===== src/cam_pkg.sv =====
// constants for the counter array compare/capture block
// assumes a 32-bit AHB-Lite bus with word-aligned registers
package cam_pkg;

    // ----------------------------------------
    // geometry
    // ----------------------------------------
    localparam int NUM_MOD  = 5;
    localparam int WDOG_MOD = 4;
    localparam int TB_W     = 16;

    // ----------------------------------------
    // register byte offsets
    // ----------------------------------------
    localparam logic [7:0] OFS_CTRL     = 8'h00;
    localparam logic [7:0] OFS_MODE     = 8'h04;
    localparam logic [7:0] OFS_TIMEBASE = 8'h08;
    localparam logic [7:0] OFS_STATUS   = 8'h0C;
    localparam logic [7:0] OFS_MASK     = 8'h10;
    // per-module block: base + index * stride
    localparam logic [3:0] MOD_BLK_LO   = 4'h2;
    localparam logic [3:0] MOD_BLK_HI   = 4'h6;
    localparam logic [3:0] SUB_MODE     = 4'h0;
    localparam logic [3:0] SUB_CMP_LO   = 4'h4;
    localparam logic [3:0] SUB_CMP_HI   = 4'h8;
    localparam logic [3:0] SUB_DUTY     = 4'hC;

    // ----------------------------------------
    // field positions
    // ----------------------------------------
    localparam int CTRL_RUN_BIT  = 0;
    localparam int WATCHDOG_ENABLE_BIT      = 6;
    localparam int STAT_WDOG_BIT = 5;
    localparam int STAT_W        = 6;
    // module_mode_reg, bit 7 reserved and not stored
    localparam int M_IRQ_EN  = 0;
    localparam int M_DUTY    = 1;
    localparam int M_TOGGLE  = 2;
    localparam int M_MATCH   = 3;
    localparam int M_FALL    = 4;
    localparam int M_RISE    = 5;
    localparam int M_COMP    = 6;
    localparam int MODE_W    = 7;

    // ----------------------------------------
    // reset values
    // ----------------------------------------
    localparam logic [MODE_W-1:0] MODE_RST = 7'h00;
    localparam logic [TB_W-1:0]   TB_RST   = 16'h0000;
    localparam logic [7:0]        BYTE_MAX = 8'hFF;
    localparam logic [31:0]       RD_ZERO  = 32'h0000_0000;
    localparam logic [1:0]        HRESP_OK = 2'h0;

endpackage : cam_pkg


===== src/cam_unit.sv =====
// one compare/capture module of the counter array
// assumes timebase and run_tick come from the array on the same clock
`timescale 1ns/10ps
module cam_unit (
    input  wire logic                           clk,
    input  wire logic                           rst_n,
    input  wire logic                           run_tick,
    input  wire logic [cam_pkg::TB_W-1:0]       timebase,
    input  wire logic                           pin_i,
    input  wire logic                           wr_mode,
    input  wire logic                           wr_lo,
    input  wire logic                           wr_hi,
    input  wire logic [7:0]                     wdata,
    output logic      [cam_pkg::MODE_W-1:0]     mode_q,
    output logic      [cam_pkg::TB_W-1:0]       ccap_q,
    output logic      [7:0]                     duty_q,
    output logic                                match_o,
    output logic                                event_o,
    output logic                                pin_o,
    output logic                                pin_oe
);
    logic sync1_q, sync2_q, prev_q;
    logic rise, fall, capture, wrap;
    logic comp_en, duty_mode, toggle_mode;

    // ----------------------------------------
    // pin sampling
    // ----------------------------------------
    always_ff @(posedge clk or negedge rst_n) begin
        if (!rst_n) begin
            sync1_q <= 1'b0;
            sync2_q <= 1'b0;
            prev_q  <= 1'b0;
        end else begin
            sync1_q <= pin_i;
            sync2_q <= sync1_q;
            prev_q  <= sync2_q;
        end
    end

    assign rise    = sync2_q & ~prev_q;
    assign fall    = ~sync2_q & prev_q;
    assign capture = (mode_q[cam_pkg::M_RISE] & rise)
                   | (mode_q[cam_pkg::M_FALL] & fall);

    assign comp_en     = mode_q[cam_pkg::M_COMP];
    assign duty_mode   = comp_en & mode_q[cam_pkg::M_DUTY];
    assign toggle_mode = comp_en & mode_q[cam_pkg::M_MATCH]
                       & mode_q[cam_pkg::M_TOGGLE];
    // full 16-bit equality, once per increment
    assign match_o = run_tick & comp_en & (timebase == ccap_q);
    assign event_o = capture | (match_o & mode_q[cam_pkg::M_MATCH]);
    assign wrap    = run_tick & (timebase[7:0] == cam_pkg::BYTE_MAX);

    // ----------------------------------------
    // registers
    // ----------------------------------------
    always_ff @(posedge clk or negedge rst_n) begin
        if (!rst_n) begin
            mode_q <= cam_pkg::MODE_RST;
        end else if (wr_mode) begin
            mode_q <= wdata[cam_pkg::MODE_W-1:0];
        end
    end

    // capture beats a software write in the same cycle
    always_ff @(posedge clk or negedge rst_n) begin
        if (!rst_n) begin
            ccap_q <= cam_pkg::TB_RST;
        end else if (capture) begin
            ccap_q <= timebase;
        end else begin
            if (wr_lo) begin
                ccap_q[7:0] <= wdata;
            end
            if (wr_hi) begin
                ccap_q[15:8] <= wdata;
            end
        end
    end

    // active duty only follows the reload byte at wrap: no glitch
    always_ff @(posedge clk or negedge rst_n) begin
        if (!rst_n) begin
            duty_q <= 8'h00;
        end else if (wrap) begin
            duty_q <= ccap_q[15:8];
        end
    end

    // ----------------------------------------
    // output pin
    // ----------------------------------------
    always_ff @(posedge clk or negedge rst_n) begin
        if (!rst_n) begin
            pin_o <= 1'b0;
        end else if (duty_mode) begin
            pin_o <= (timebase[7:0] >= duty_q);
        end else if (toggle_mode && match_o) begin
            pin_o <= ~pin_o;
        end
    end

    assign pin_oe = duty_mode | toggle_mode;
endmodule : cam_unit


===== src/cam_top.sv =====
// counter array: shared time base, five compare/capture modules,
// watchdog on module 4, AHB-Lite register slave, one interrupt line
// assumes a single master and hready driven from this slave alone
//
// The AHB-Lite register port and the register addresses are this design's own decisions.
`timescale 1ns/10ps
module cam_top (
    input  wire logic                         clk,
    input  wire logic                         rst_n,
    input  wire logic                         hsel,
    input  wire logic [31:0]                  haddr,
    input  wire logic [1:0]                   htrans,
    input  wire logic                         hwrite,
    input  wire logic [2:0]                   hsize,
    input  wire logic [31:0]                  hwdata,
    input  wire logic                         hready,
    output logic      [31:0]                  hrdata,
    output logic                              hreadyout,
    output logic                              hresp,
    input  wire logic [cam_pkg::NUM_MOD-1:0]  module_pin_i,
    output logic      [cam_pkg::NUM_MOD-1:0]  module_pin_o,
    output logic      [cam_pkg::NUM_MOD-1:0]  module_pin_oe,
    output logic                              irq,
    output logic                              wdog_reset
);
    localparam int N = cam_pkg::NUM_MOD;
    localparam int W = cam_pkg::WDOG_MOD;

    logic                  run_q;
    logic                  watchdog_enable_q;
    logic [15:0]           tb_q;
    logic [cam_pkg::STAT_W-1:0] status_q, mask_q, stat_set, stat_req;
    logic                  wdog_q;
    logic                  run_tick;

    // bus phase capture
    logic                  wr_pend_q;
    logic [7:0]            wr_addr_q;
    logic                  addr_ok;

    // decoded write strobes
    logic                  wr_ctrl, wr_mode_reg, wr_tb, wr_stat, wr_mask;
    logic [N-1:0]          wr_mmode, wr_lo, wr_hi;
    logic [3:0]            wr_blk, wr_sub;

    // per-module views
    logic [cam_pkg::MODE_W-1:0] mode   [N];
    logic [15:0]                ccap   [N];
    logic [7:0]                 duty   [N];
    logic [N-1:0]               match, evt;

    logic                  wdog_hit;
    logic [31:0]           rd_d;
    logic [3:0]            rd_blk, rd_sub;
    logic [2:0]            rd_idx;

    // ----------------------------------------
    // AHB-Lite slave, zero wait states
    // ----------------------------------------
    // no wait states needed: every register answers in one cycle
    assign hreadyout = 1'b1;
    assign hresp     = 1'b0;
    assign addr_ok   = hsel & hready & htrans[1];

    always_ff @(posedge clk or negedge rst_n) begin
        if (!rst_n) begin
            wr_pend_q <= 1'b0;
            wr_addr_q <= 8'h00;
        end else begin
            wr_pend_q <= addr_ok & hwrite;
            if (addr_ok) begin
                wr_addr_q <= haddr[7:0];
            end
        end
    end

    assign wr_blk = wr_addr_q[7:4];
    assign wr_sub = wr_addr_q[3:0];

    // ----------------------------------------
    // write decode
    // ----------------------------------------
    always_comb begin
        wr_ctrl     = 1'b0;
        wr_mode_reg = 1'b0;
        wr_tb       = 1'b0;
        wr_stat     = 1'b0;
        wr_mask     = 1'b0;
        if (!wr_pend_q) begin
            wr_ctrl = 1'b0;
        end else if (wr_addr_q == cam_pkg::OFS_CTRL) begin
            wr_ctrl = 1'b1;
        end else if (wr_addr_q == cam_pkg::OFS_MODE) begin
            wr_mode_reg = 1'b1;
        end else if (wr_addr_q == cam_pkg::OFS_TIMEBASE) begin
            wr_tb = 1'b1;
        end else if (wr_addr_q == cam_pkg::OFS_STATUS) begin
            wr_stat = 1'b1;
        end else if (wr_addr_q == cam_pkg::OFS_MASK) begin
            wr_mask = 1'b1;
        end
    end

    genvar g;
    generate
        for (g = 0; g < N; g++) begin : g_mod
            localparam logic [3:0] BLK = cam_pkg::MOD_BLK_LO + 4'(g);
            logic hit;
            assign hit = wr_pend_q & (wr_blk == BLK);
            assign wr_mmode[g] = hit & (wr_sub == cam_pkg::SUB_MODE);
            assign wr_lo[g]    = hit & (wr_sub == cam_pkg::SUB_CMP_LO);
            assign wr_hi[g]    = hit & (wr_sub == cam_pkg::SUB_CMP_HI);

            cam_unit u_unit (
                .clk      (clk),
                .rst_n    (rst_n),
                .run_tick (run_tick),
                .timebase (tb_q),
                .pin_i    (module_pin_i[g]),
                .wr_mode  (wr_mmode[g]),
                .wr_lo    (wr_lo[g]),
                .wr_hi    (wr_hi[g]),
                .wdata    (hwdata[7:0]),
                .mode_q   (mode[g]),
                .ccap_q   (ccap[g]),
                .duty_q   (duty[g]),
                .match_o  (match[g]),
                .event_o  (evt[g]),
                .pin_o    (module_pin_o[g]),
                .pin_oe   (module_pin_oe[g])
            );

            assign stat_set[g] = evt[g];
            // flag and per-module enable both needed
            assign stat_req[g] = status_q[g] & mode[g][cam_pkg::M_IRQ_EN];
        end
    endgenerate

    // ----------------------------------------
    // control and shared time base
    // ----------------------------------------
    always_ff @(posedge clk or negedge rst_n) begin
        if (!rst_n) begin
            run_q <= 1'b0;
        end else if (wr_ctrl) begin
            run_q <= hwdata[cam_pkg::CTRL_RUN_BIT];
        end
    end

    always_ff @(posedge clk or negedge rst_n) begin
        if (!rst_n) begin
            watchdog_enable_q <= 1'b0;
        end else if (wr_mode_reg) begin
            watchdog_enable_q <= hwdata[cam_pkg::WATCHDOG_ENABLE_BIT];
        end
    end

    // one increment per clock while running; shared by all modules
    assign run_tick = run_q & ~wr_tb;

    always_ff @(posedge clk or negedge rst_n) begin
        if (!rst_n) begin
            tb_q <= cam_pkg::TB_RST;
        end else if (wr_tb) begin
            tb_q <= hwdata[15:0];
        end else if (run_tick) begin
            tb_q <= tb_q + 16'h0001;
        end
    end

    // ----------------------------------------
    // watchdog, module 4 only
    // ----------------------------------------
    // compare mode plus enable; other modes untouched
    assign wdog_hit = watchdog_enable_q & match[W] & mode[W][cam_pkg::M_MATCH];

    // registered pulse, driven out on the wdog_reset output port
    always_ff @(posedge clk or negedge rst_n) begin
        if (!rst_n) begin
            wdog_q <= 1'b0;
        end else begin
            wdog_q <= wdog_hit;
        end
    end
    assign wdog_reset = wdog_q;

    // ----------------------------------------
    // status, mask, interrupt
    // ----------------------------------------
    assign stat_set[cam_pkg::STAT_WDOG_BIT] = wdog_hit;
    assign stat_req[cam_pkg::STAT_WDOG_BIT] =
        status_q[cam_pkg::STAT_WDOG_BIT];

    // set wins over a write-one-to-clear in the same cycle
    always_ff @(posedge clk or negedge rst_n) begin
        if (!rst_n) begin
            status_q <= '0;
        end else begin
            status_q <= (status_q & ~({cam_pkg::STAT_W{wr_stat}}
                        & hwdata[cam_pkg::STAT_W-1:0])) | stat_set;
        end
    end

    always_ff @(posedge clk or negedge rst_n) begin
        if (!rst_n) begin
            mask_q <= '0;
        end else if (wr_mask) begin
            mask_q <= hwdata[cam_pkg::STAT_W-1:0];
        end
    end

    assign irq = |(stat_req & mask_q);

    // ----------------------------------------
    // read mux, registered into the data phase
    // ----------------------------------------
    assign rd_blk = haddr[7:4];
    assign rd_sub = haddr[3:0];
    assign rd_idx = 3'(rd_blk - cam_pkg::MOD_BLK_LO);

    always_comb begin
        rd_d = cam_pkg::RD_ZERO;
        if (haddr[7:0] == cam_pkg::OFS_CTRL) begin
            rd_d[cam_pkg::CTRL_RUN_BIT] = run_q;
        end else if (haddr[7:0] == cam_pkg::OFS_MODE) begin
            rd_d[cam_pkg::WATCHDOG_ENABLE_BIT] = watchdog_enable_q;
        end else if (haddr[7:0] == cam_pkg::OFS_TIMEBASE) begin
            rd_d[15:0] = tb_q;
        end else if (haddr[7:0] == cam_pkg::OFS_STATUS) begin
            rd_d[cam_pkg::STAT_W-1:0] = status_q;
        end else if (haddr[7:0] == cam_pkg::OFS_MASK) begin
            rd_d[cam_pkg::STAT_W-1:0] = mask_q;
        end else if (rd_blk >= cam_pkg::MOD_BLK_LO
                     && rd_blk <= cam_pkg::MOD_BLK_HI) begin
            // reserved mode bit 7 reads zero
            if (rd_sub == cam_pkg::SUB_MODE) begin
                rd_d[cam_pkg::MODE_W-1:0] = mode[rd_idx];
            end else if (rd_sub == cam_pkg::SUB_CMP_LO) begin
                rd_d[7:0] = ccap[rd_idx][7:0];
            end else if (rd_sub == cam_pkg::SUB_CMP_HI) begin
                rd_d[7:0] = ccap[rd_idx][15:8];
            end else if (rd_sub == cam_pkg::SUB_DUTY) begin
                rd_d[7:0] = duty[rd_idx];
            end
        end
    end

    always_ff @(posedge clk or negedge rst_n) begin
        if (!rst_n) begin
            hrdata <= cam_pkg::RD_ZERO;
        end else if (addr_ok && !hwrite) begin
            hrdata <= rd_d;
        end
    end
endmodule : cam_top


===== config.mk =====
export PLATFORM = sky130hd
export DESIGN_NAME = cam_top
export DESIGN_NICKNAME = d
export VERILOG_FILES = /design/src/cam_pkg.sv /design/src/cam_unit.sv /design/src/cam_top.sv
export SDC_FILE = /design/constraint.sdc
export NUM_CORES = 1
export LEC_CHECK = 0
export ABC_AREA = 1
export BUFFER_PORTS_ARGS = -buffer_cell sky130_fd_sc_hd__buf_2
export CORE_MARGIN = 2
export CORE_UTILIZATION = 55
export DETAILED_ROUTE_END_ITERATION = 7
export PLACE_DENSITY = 0.76
export SYNTH_ARGS = -nofsm -noshare
export SYNTH_HDL_FRONTEND = slang
export SYNTH_SLANG_ARGS = --single-unit

===== constraint.sdc =====
create_clock -name clk -period 2.4 [get_ports clk]
set_clock_uncertainty 0.15 [all_clocks]
set_input_delay 0.24 -clock clk [delete_from_list [all_inputs] [get_ports clk]]
set_output_delay 0.24 -clock clk [all_outputs]
set_load 0.03 [all_outputs]

After elaboration in Yosys (flattened, before gate mapping)
Index checks and enable logic that the tools add are counted.
Operators by class
  multiply operators: 0
  add/sub/neg operators: 2
  eq/ne operators: 24
  multiplexer cells: 80
  shift operators: 0
  div/mod/pow operators: 0
  reduce and logical (&&, ||, !) cells: 29
  bitwise operators: 119
  order comparisons: 8
Operator list (number)
  8-bit two-way mux: 25
  16-bit two-way mux: 9
  1-bit bitwise AND: 82
  16-bit equality test: 5
  16-bit binary-select mux with 3-bit select: 1
  8-bit greater-or-equal comparator: 5
  1-bit two-way mux: 33
  8-bit by 4-bit equality test with 1-bit output (second input constant): 4
  2-bit nonzero test: 16
  8-bit binary-select mux with 3-bit select: 1
  7-bit binary-select mux with 3-bit select: 1
  7-bit two-way mux: 3
  4-bit by 3-bit equality test with 1-bit output (second input constant): 5
  6-bit bitwise AND: 3
  6-bit two-way mux: 3
  16-bit by 1-bit adder with 16-bit output (second input constant): 1
  8-bit by 3-bit equality test with 1-bit output (second input constant): 2
  8-bit by 5-bit equality test with 1-bit output (second input constant): 2
  8-bit logical NOT: 2
  1-bit NOT: 16
  15-bit two-way mux: 1
  1-bit OR: 15
  4-bit equality test (second input constant): 3
  9-bit two-way mux: 1
  14 further kinds: 23
Storage, ports and cells
  bits in latches: 0
  bits in writable memories: 0
  register bits after elaboration: 231
  word-level logic and storage cells: 311
  bits of input ports: 79
  output and inout bits: 46
  bits in read-only memories: 0
  memories: 0

Longest topological paths before layout
Gate-level depths: netlist (run 1).
  word-level depth: 22
  mapped depth: 16
  gate-level depth less buffers: 15

Cells and area by module
From an unflattened synthesis (run 1), not the netlist that was laid out.
Second synthesis, totals
  cell total of the unflattened synthesis: 2353
  area total of the unflattened synthesis: 16060.4 um2
By module, submodules not included
  cam_unit: cells an instance 327, area each 2268.4 um2, sequential area each 875.8 um2, instances 5
  cam_top: cells an instance 718, area each 4718.3 um2, sequential area each 1401.3 um2, instances 1

Least setup slack after synthesis (run 1)
No wires, ideal clock.
  path kind: input to register
  from: input port haddr[5]
  to: register hrdata[5]
  cell stages on the path: 11
  data arrival time: 1.621 ns
  slack: 0.512 ns
  setup time: 0.117 ns
  required time: 2.133 ns
  path buffers: 2
  cell sequence: ha_1 buf_2 clkinv_1 nand2_1 buf_2 o21ai_0 o211a_1 nand2_1 nand2_1 nand2_1 nand2_1
On the way
  cells in the longest elaborated chain, start to end: 22
  elaborated cells between the ends (all ways): 36
  those cells by class: 1 x add/sub; 2 x order compare; 4 x eq/ne; 26 x mux; 1 x bitwise; 2 x reduce/logical
Ends and longest elaborated chain
  from (decl): line cam_top.sv:11  | input wire logic [31:0] haddr,
  3-bit by 2-bit subtractor with 3-bit output: line cam_top.sv:219  | assign rd_idx = 3'(rd_blk - cam_pkg::MOD_BLK_LO);
  3-bit NOT with 4-bit output (implied by the code)
  8-bit binary-select mux with 3-bit select: line cam_top.sv:243  | rd_d[7:0] = duty[rd_idx];
  8-bit two-way mux (implied by the code) (2 in a row): line cam_top.sv:243
  8-bit two-way mux: line cam_top.sv:242  | end else if (rd_sub == cam_pkg::SUB_DUTY) begin
  8-bit two-way mux: line cam_top.sv:240  | end else if (rd_sub == cam_pkg::SUB_CMP_HI) begin
  8-bit two-way mux: line cam_top.sv:238  | end else if (rd_sub == cam_pkg::SUB_CMP_LO) begin
  8-bit two-way mux: line cam_top.sv:236  | if (rd_sub == cam_pkg::SUB_MODE) begin
  [5 not listed]
  8-bit two-way mux: line cam_top.sv:223  | if (haddr[7:0] == cam_pkg::OFS_CTRL) begin
  7-bit two-way mux: line cam_top.sv:236
  8-bit two-way mux: line cam_top.sv:233  | end else if (rd_blk >= cam_pkg::MOD_BLK_LO
  6-bit two-way mux: line cam_top.sv:231  | end else if (haddr[7:0] == cam_pkg::OFS_MASK) begin
  6-bit two-way mux: line cam_top.sv:229  | end else if (haddr[7:0] == cam_pkg::OFS_STATUS) begin
  8-bit two-way mux: line cam_top.sv:227  | end else if (haddr[7:0] == cam_pkg::OFS_TIMEBASE) begin
  6-bit two-way mux: line cam_top.sv:225  | end else if (haddr[7:0] == cam_pkg::OFS_MODE) begin
  15-bit two-way mux *: line cam_top.sv:223
  to (signal assigned): line cam_top.sv:250  | hrdata <= cam_pkg::RD_ZERO;
  to (signal assigned): line cam_top.sv:252  | hrdata <= rd_d;
  to (decl): line cam_top.sv:17  | output logic [31:0] hrdata,
Mark *: on every way between the ends. The rest lies on a longest branch, timed or not. The select of a mux whose other input is x is not followed.
A chain may end at the register's enable or synchronous reset.

Worst setup path after layout (run 1)
  from: register tb_q[11]
  to: register g_mod[0].u_unit.pin_o
On the way
  cells in the longest elaborated chain, start to end: 4
Ends and longest elaborated chain
  from (decl): line cam_top.sv:31  | logic [15:0] tb_q;
  from (signal assigned): line cam_top.sv:163  | tb_q <= cam_pkg::TB_RST;
  from (signal assigned): line cam_top.sv:165  | tb_q <= hwdata[15:0];
  from (signal assigned): line cam_top.sv:167  | tb_q <= tb_q + 16'h0001;
  16-bit equality test: line cam_unit.sv:51  | assign match_o = run_tick & comp_en & (timebase == ccap_q);
  1-bit bitwise AND: line cam_unit.sv:51
  1-bit logical AND: line cam_unit.sv:99  | end else if (toggle_mode && match_o) begin
  2-bit nonzero test (no source line)
  to (signal assigned): line cam_unit.sv:98  | pin_o <= (timebase[7:0] >= duty_q);
  to (signal assigned): line cam_unit.sv:100  | pin_o <= ~pin_o;
  to (decl): line cam_unit.sv:19  | output logic pin_o,
Every way passes these cells.

==> results of run 1 <==
## cells in the final DEF, fill, tap and decap left out, drive strengths merged, types with 2 or more instances in the layout
cell type,Yosys,final
dlygate4sd3,0,24
clkinv,7,12
a22oi,60,60
clkbuf,31,33
xnor2,17,17
ha,42,42
o31ai,9,9
nor2,163,163
o211a,3,3
nand3,66,66
xor2,38,38
nor3,24,24
conb,2,18
o22ai,9,9
inv,176,177
a21oi,104,104
a211oi,7,7
dfrtp,231,231
o211ai,12,12
nand4,31,31
clkinvlp,0,2
o221ai,11,11
nand2,524,524
o2111ai,4,4
bufinv,0,6
o21ai,169,169
o21bai,2,2
or2,8,8
buf,75,147
o2111a,2,2
nor4,10,10
mux2,2,2
a31oi,5,5
## registers in the layout, summed over array words and instances (netlist names), 5 cells and up
| register | cells |
|---|---|
| g_mod.u_unit.ccap_q | 80 |
| g_mod.u_unit.duty_q | 40 |
| g_mod.u_unit.mode_q | 35 |
| g_mod.u_unit.pin_o | 5 |
| g_mod.u_unit.prev_q | 5 |
| g_mod.u_unit.sync1_q | 5 |
| g_mod.u_unit.sync2_q | 5 |
| hrdata | 16 |
| mask_q | 6 |
| status_q | 6 |
| tb_q | 16 |
| wr_addr_q | 8 |
## stage by stage
stage                     std cells  hold slack, ps  worst slack (ps)  TNS [ps]
final                          2305            27.9              43.2         0
after global routing           2305            64.0              12.6         0
after CTS                      2304            10.1               113         0
after detailed placement       2233            81.9             -16.8     -16.8
after global placement         2233            80.5              64.3         0
after floorplan                1863            -206               512         0
## layout make-up
class	count	area [sq um]	share of cell area (%)
clock inverters	14	230	1.43
repair buffers	171	1290	8.04
well taps	330	413	2.57
inverters	183	701	4.35
multi-input cells	1343	6930	43.1
clock buffers	33	738	4.59
flip-flops and latches	231	5780	35.9
## per-layer routing
metal,track usage (%),vias up
met5,0,-
met4,18.1,0
met3,6.37,151
met2,57.9,735
met1,50.0,6321
li1,-,6309
## repair_timing
action	in CTS	in global routing
buffers inserted	0	1
endpoints found under the hold margin	200	0
resized for setup	1	5
setup endpoints to repair	1	6
hold buffers	24	0
## how the worst max path moves through the flow
stage / end / from
2_1_floorplan: hrdata[5]$_DFFE_PN0P_ / haddr[5]
3_3_place_gp: tb_q[15]$_DFFE_PN0P_ / tb_q[3]$_DFFE_PN0P_
3_5_place_dp: tb_q[15]$_DFFE_PN0P_ / tb_q[3]$_DFFE_PN0P_
4_1_cts: g_mod[1].u_unit.pin_o$_DFFE_PN0P_ / tb_q[0]$_DFFE_PN0P_
5_1_grt: hrdata[0]$_DFFE_PN0P_ / haddr[6]
6_report: g_mod[0].u_unit.pin_o$_DFFE_PN0P_ / tb_q[11]$_DFFE_PN0P_
## power by group through the flow
stage          registers, W  logic, W  clock network [W]
4_1_cts             0.00616   0.00704            0.00450
3_3_place_gp        0.00617   0.00676                  0
6_report            0.00621   0.00722            0.00449
3_5_place_dp        0.00620   0.00694                  0
5_1_grt             0.00634   0.00790            0.00466
2_1_floorplan       0.00587   0.00474                  0
## cells by family (layout without fill, tap and decap cells)
group / count (synthesis) / after routing / share of synthesized area (%)
mux: 2 / 2 / 0.162
buf+inv: 289 / 401 / 9.24
simple gates: 828 / 828 / 25.1
flops: 231 / 231 / 41.5
xor+xnor: 55 / 55 / 3.46
compound gates: 398 / 398 / 16.7
other cells: 2 / 18 / 0.0539
fa+ha+maj: 42 / 42 / 3.77
## critical path, stage by stage (launching register included)
cell	delay, ps
dfrtp_1	620
inv_1	320
nand2_1	150
nand4_1	130
nor2_1	350
nand3_1	160
o21ai_0	240
nand2_1	70
o21ai_1	90
==> flow_summary.toml, run 1 <==
[run_status]
status = "finished, final reports clean"

[setup_path]
crit_required_ps = 2700
worstSetupEndpointType = "flop"
r2r_start = "tb_q[11]$_DFFE_PN0P_"
crit_path_start_kind = "flop"
path_max_fanout = 7
reg2reg_to = "g_mod[0].u_unit.pin_o$_DFFE_PN0P_"
critPathKind = "flop to flop"
r2r_cells = 8
worstPathArrival_ps = 2660
worst-r2r-setup-slack_ps = 40

[placement]
port_buffers = 62
place_congestion = 1.01
place_area_sq_um = 14900
dp_hpwl_mm = 36.6

[sta]
post-route-period-util_pct = 98.2
drv_slew = 0
max_clock_freq_mhz = 424
tightest_slew_ps = 739
rsz0062_at_grt = "no"
setup_violations = 0
hold_viol = 0
max_slew_margin_pct = 50.7
fin_crit_ps = 2360

[synth]
yosys_most_used_dff = "dfrtp_1"
async_reset_ff_share_pct = 100
synth_warnings = 0
synth_top_area_share_pct = 41.5
ys_ff_latch = 231
synthCells = 1847
synth_area_per_cell_sq_um = 7.54
synth_common_cells = "nand2_1 (515), dfrtp_1 (231), inv_1 (165)"
synth_top_area_cell = "dfrtp_1"
synth-edff-count = 0
synth_cell_types = 52
ys_seq_area_share_pct = 41.5
synth.most_common_cell = "nand2_1"
ys_top_cells_by_area = "dfrtp_1 (41%), nand2_1 (14%), o21ai_0 (5.9%), inv_1 (4.4%), nor2_1 (3.9%)"
netlist_area_sq_um = 13900

[cells_and_area]
fillers = 2272
final_area_sq_um = 16100
fin_nets = 2077
insertedDiodeCount = 0
syn_to_final_growth_pct = 15.5
drive_above_1_share_pct = 12.8
final_core_util_pct = 64.3

[route]
m1WireLength_mm = 19.9
wirelength_mm = 49.1
vias = 13500
drtAntennaViolNets = 0
wl_per_cell_um = 21.3
drt_iter0_drc = 1686
firstDrtPassIters = 6
met2WireLength_mm = 22.0
vias_per_cell = 5.86
drc = 0
dr.max_layer_used = "met4"
wl_met3_mm = 4.47

[hold_path]
min-delay-start = "haddr[3]"
hold_depth = 3
hp-class = "primary input to flop"
hold_path_end = "wr_addr_q[3]$_DFFE_PN0P_"

[global_routing]
overflow = 0
grt_pass1_wl_mm = 73.9
grtUsageTotal_pct = 37.0
grt_max_degree = 65
antenna_found_initial = 0
grt_pass1_vias = 12700

[power]
power.density_nw_per_um2 = 1110
p_switching_w = 0.00748
peakVddDrop_mv = 0.795
internal_power_w = 0.0104
leakagePower_nw = 7.89
total_power_w = 0.0179
p_clk_share_pct = 25.1
combPwrFrac_pct = 40.3
seq_power_share_pct = 34.7
sw_frac_of_total_pct = 41.7

[floorplanning]
start_util_pct = 55.7
ioPinCount = 125
row_count = 58
die_x_um = 163
core_area_sq_um = 25000
die_h_um = 163
dieArea_sq_um = 26600

[job]
maxCapViolCount = 0

[clock_tree]
root_buffer = "clkbuf_16"
cts_buffer_depth = 3
numCtsBuffers = 26
cts_tree = "yes"
htreeDepth = 1
clock_latency_ps = 530
clk_pin_slew_ps = 60
clock_sinks = 231
Power figures use the tool's default switching activity.
==> run 2: changes to the inputs <==
Settings changed: CORE_UTILIZATION 55 to 60, PLACE_DENSITY 0.76 to 0.81.
==> run 2 against run 1 <==
Against the previous run:
- maximum frequency about the same
- critical endpoint is now module_pin_oe[4]
- die area down 8.1%
- setup slack worse by 0.99 ps
- register-to-register slack better by 70 ps
==> flow_summary.toml, run 2 (synthesis results as in run 1) <==
[run_status]
status = "finished, final reports clean"

[power]
sw_frac_of_total_pct = 42.5
leakagePower_nw = 7.86
p_clk_share_pct = 23.9
combPwrFrac_pct = 40.6
p_switching_w = 0.00758
peakVddDrop_mv = 0.724
internal_power_w = 0.0102
power.density_nw_per_um2 = 1110
seq_power_share_pct = 35.4

[sta]
max_slew_margin_pct = 51.4
hold_viol = 0
whs_ps = 24.2
finalSetupTns_ps = 0
setup_violations = 0
tightest_slew_ps = 728
drv_slew = 0
rsz0062_at_grt = "no"
post-route-period-util_pct = 98.2
max_clock_freq_mhz = 424
fin_crit_ps = 2360

[setup_path]
cpPeakStageDelay_ps = 510
critPathTopFamily = "buffers and inverters"
critPathKind = "flop to output port"
r2r_start = "tb_q[0]$_DFFE_PN0P_"
critPathCapture = "module_pin_oe[4]"
worstSetupEndpointType = "output port"
worstPathArrival_ps = 1970
worst-r2r-setup-slack_ps = 110
reg2reg_to = "g_mod[0].u_unit.pin_o$_DFFE_PN0P_"
crit_path_start_kind = "flop"
r2r_cells = 10
path_max_fanout = 5
crit_required_ps = 2010
crit_buf_inv = 3
crit_chain = "inv_1 > nor3_1 > buf_4 > or2_2 > buf_2"
cp.depth = 5
critPathSlowestCell = "dfrtp_1"
cp-startpoint = "g_mod[4].u_unit.mode_q[6]$_DFFE_PN0P_"

[floorplanning]
dieArea_sq_um = 24500
die_h_um = 156
row_count = 55
core_area_sq_um = 22700
ioPinCount = 125
die_x_um = 156
start_util_pct = 61.4

[clock_tree]
clock_sinks = 231
cts_tree = "yes"
clk_pin_slew_ps = 60
htreeDepth = 1
root_buffer = "clkbuf_16"
cts_buffer_depth = 3
numCtsBuffers = 26
postCtsSetupBuffers = 0
clock_latency_ps = 540

[cells_and_area]
insertedDiodeCount = 0
drive_above_1_share_pct = 13.0
largest_reg_flops = 80
fillers = 1885
final_common_cell = "nand2_1"
top_register = "g_mod.u_unit.ccap_q"
reg_top3 = "g_mod.u_unit.ccap_q (80), g_mod.u_unit.duty_q (40), g_mod.u_unit.mode_q (35)"
fin_nets = 2077
final_core_util_pct = 70.4
syn_to_final_growth_pct = 14.7
mostFrequentLayoutCells = "nand2_1 (514), dfrtp_1 (229), inv_1 (163), o21ai_0 (163), nor2_1 (144)"

[route]
drtAntennaViolNets = 0
drc = 0
wl_per_cell_um = 21.9
drt_iter0_drc = 1523
vias = 13800
firstDrtPassIters = 8
vias_per_cell = 6.08
wirelength_mm = 49.5

[global_routing]
grtUsageTotal_pct = 41.0
overflow = 0
grt_pass1_wl_mm = 75.4
grt_pass1_vias = 12900
antenna_found_initial = 0
grt_max_degree = 70

[job]
maxCapViolCount = 0

[placement]
dp_hpwl_mm = 36.8
place_congestion = 1.02
port_buffers = 62

[hold_path]
hp-class = "primary input to flop"
## run 2: cell types whose count changed in the layout (fill, tap and decap cells not counted), sizes merged
cell / previous run / this run
bufinv: 6 / 4
clkbuf: 33 / 32
clkinv: 12 / 18
inv: 177 / 175
## run 2: how the worst min path moves through the flow
stage / slack (ps) / from / cells past startpoint / to
floorplan: -210 / rst_n / 0 / g_mod[0].u_unit.ccap_q[0]$_DFFE_PN0P_
global placement: 10 / rst_n / 1 / g_mod[1].u_unit.ccap_q[5]$_DFFE_PN0P_
detailed placement: 10 / rst_n / 1 / g_mod[1].u_unit.ccap_q[5]$_DFFE_PN0P_
CTS: 20 / hsel / 4 / wr_pend_q$_DFF_PN0_
global route: 30 / hsel / 4 / wr_pend_q$_DFF_PN0_
finish: 20 / hsel / 4 / wr_pend_q$_DFF_PN0_
## run 2: final cells by class
type                            instances  area (sq um)  area share, %
Clock buffer                           32           724           4.53
Clock inverter                         16           190           1.19
Inverter                              183           701           4.38
Multi-Input combinational cell       1343          6940           43.4
Sequential cell                       231          5780           36.2
Tap cell                              285           357           2.23
Timing Repair Buffer                  171          1300           8.12
## run 2: stage by stage
stage	std cells	setup slack [ps]	total power (W)	cell area, sq um
final	2261	42.3	0.0178	16000
after floorplan	1863	512	0.0106	14000
after detailed placement	2189	97.9	0.0132	14800
after CTS	2261	110	0.0175	16000
after global placement	2189	148	0.0129	14800
after global routing	2261	24.8	0.0187	16000
## run 2: per-layer routing
metal	vias up	track usage, %	part of all wire (%)
met1	6443	55.9	40
met3	188	8.31	9.6
li1	6303	-	-
met4	0	23.3	6.6
met2	816	61.5	44
met5	-	0	0
## run 2: worst reg2reg max path, stage by stage (launching register included)
cell	delay, ps
dfrtp_1	420
clkinvlp_4	370
ha_1	330
inv_1	50
a21oi_1	50
o21ai_0	170
nand2_1	80
o2111a_1	230
o21ai_0	220
nand2_1	70
o21ai_1	80
## run 2: repair_timing
item / 4_1_cts / 5_1_grt
endpoints found under the hold margin: 254 / 0
gates resized for setup: 0 / 6
hold buffers: 24 / 0
endpoints found under the setup margin: 0 / 4
## run 2: power groups by stage
stage	Combinational (W)	Sequential [W]	Clock, W
6_report	0.00724	0.00632	0.00427
5_1_grt	0.00788	0.00643	0.00444
4_1_cts	0.00703	0.00624	0.00427
3_5_place_dp	0.00693	0.00630	0
3_3_place_gp	0.00670	0.00625	0
2_1_floorplan	0.00474	0.00587	0
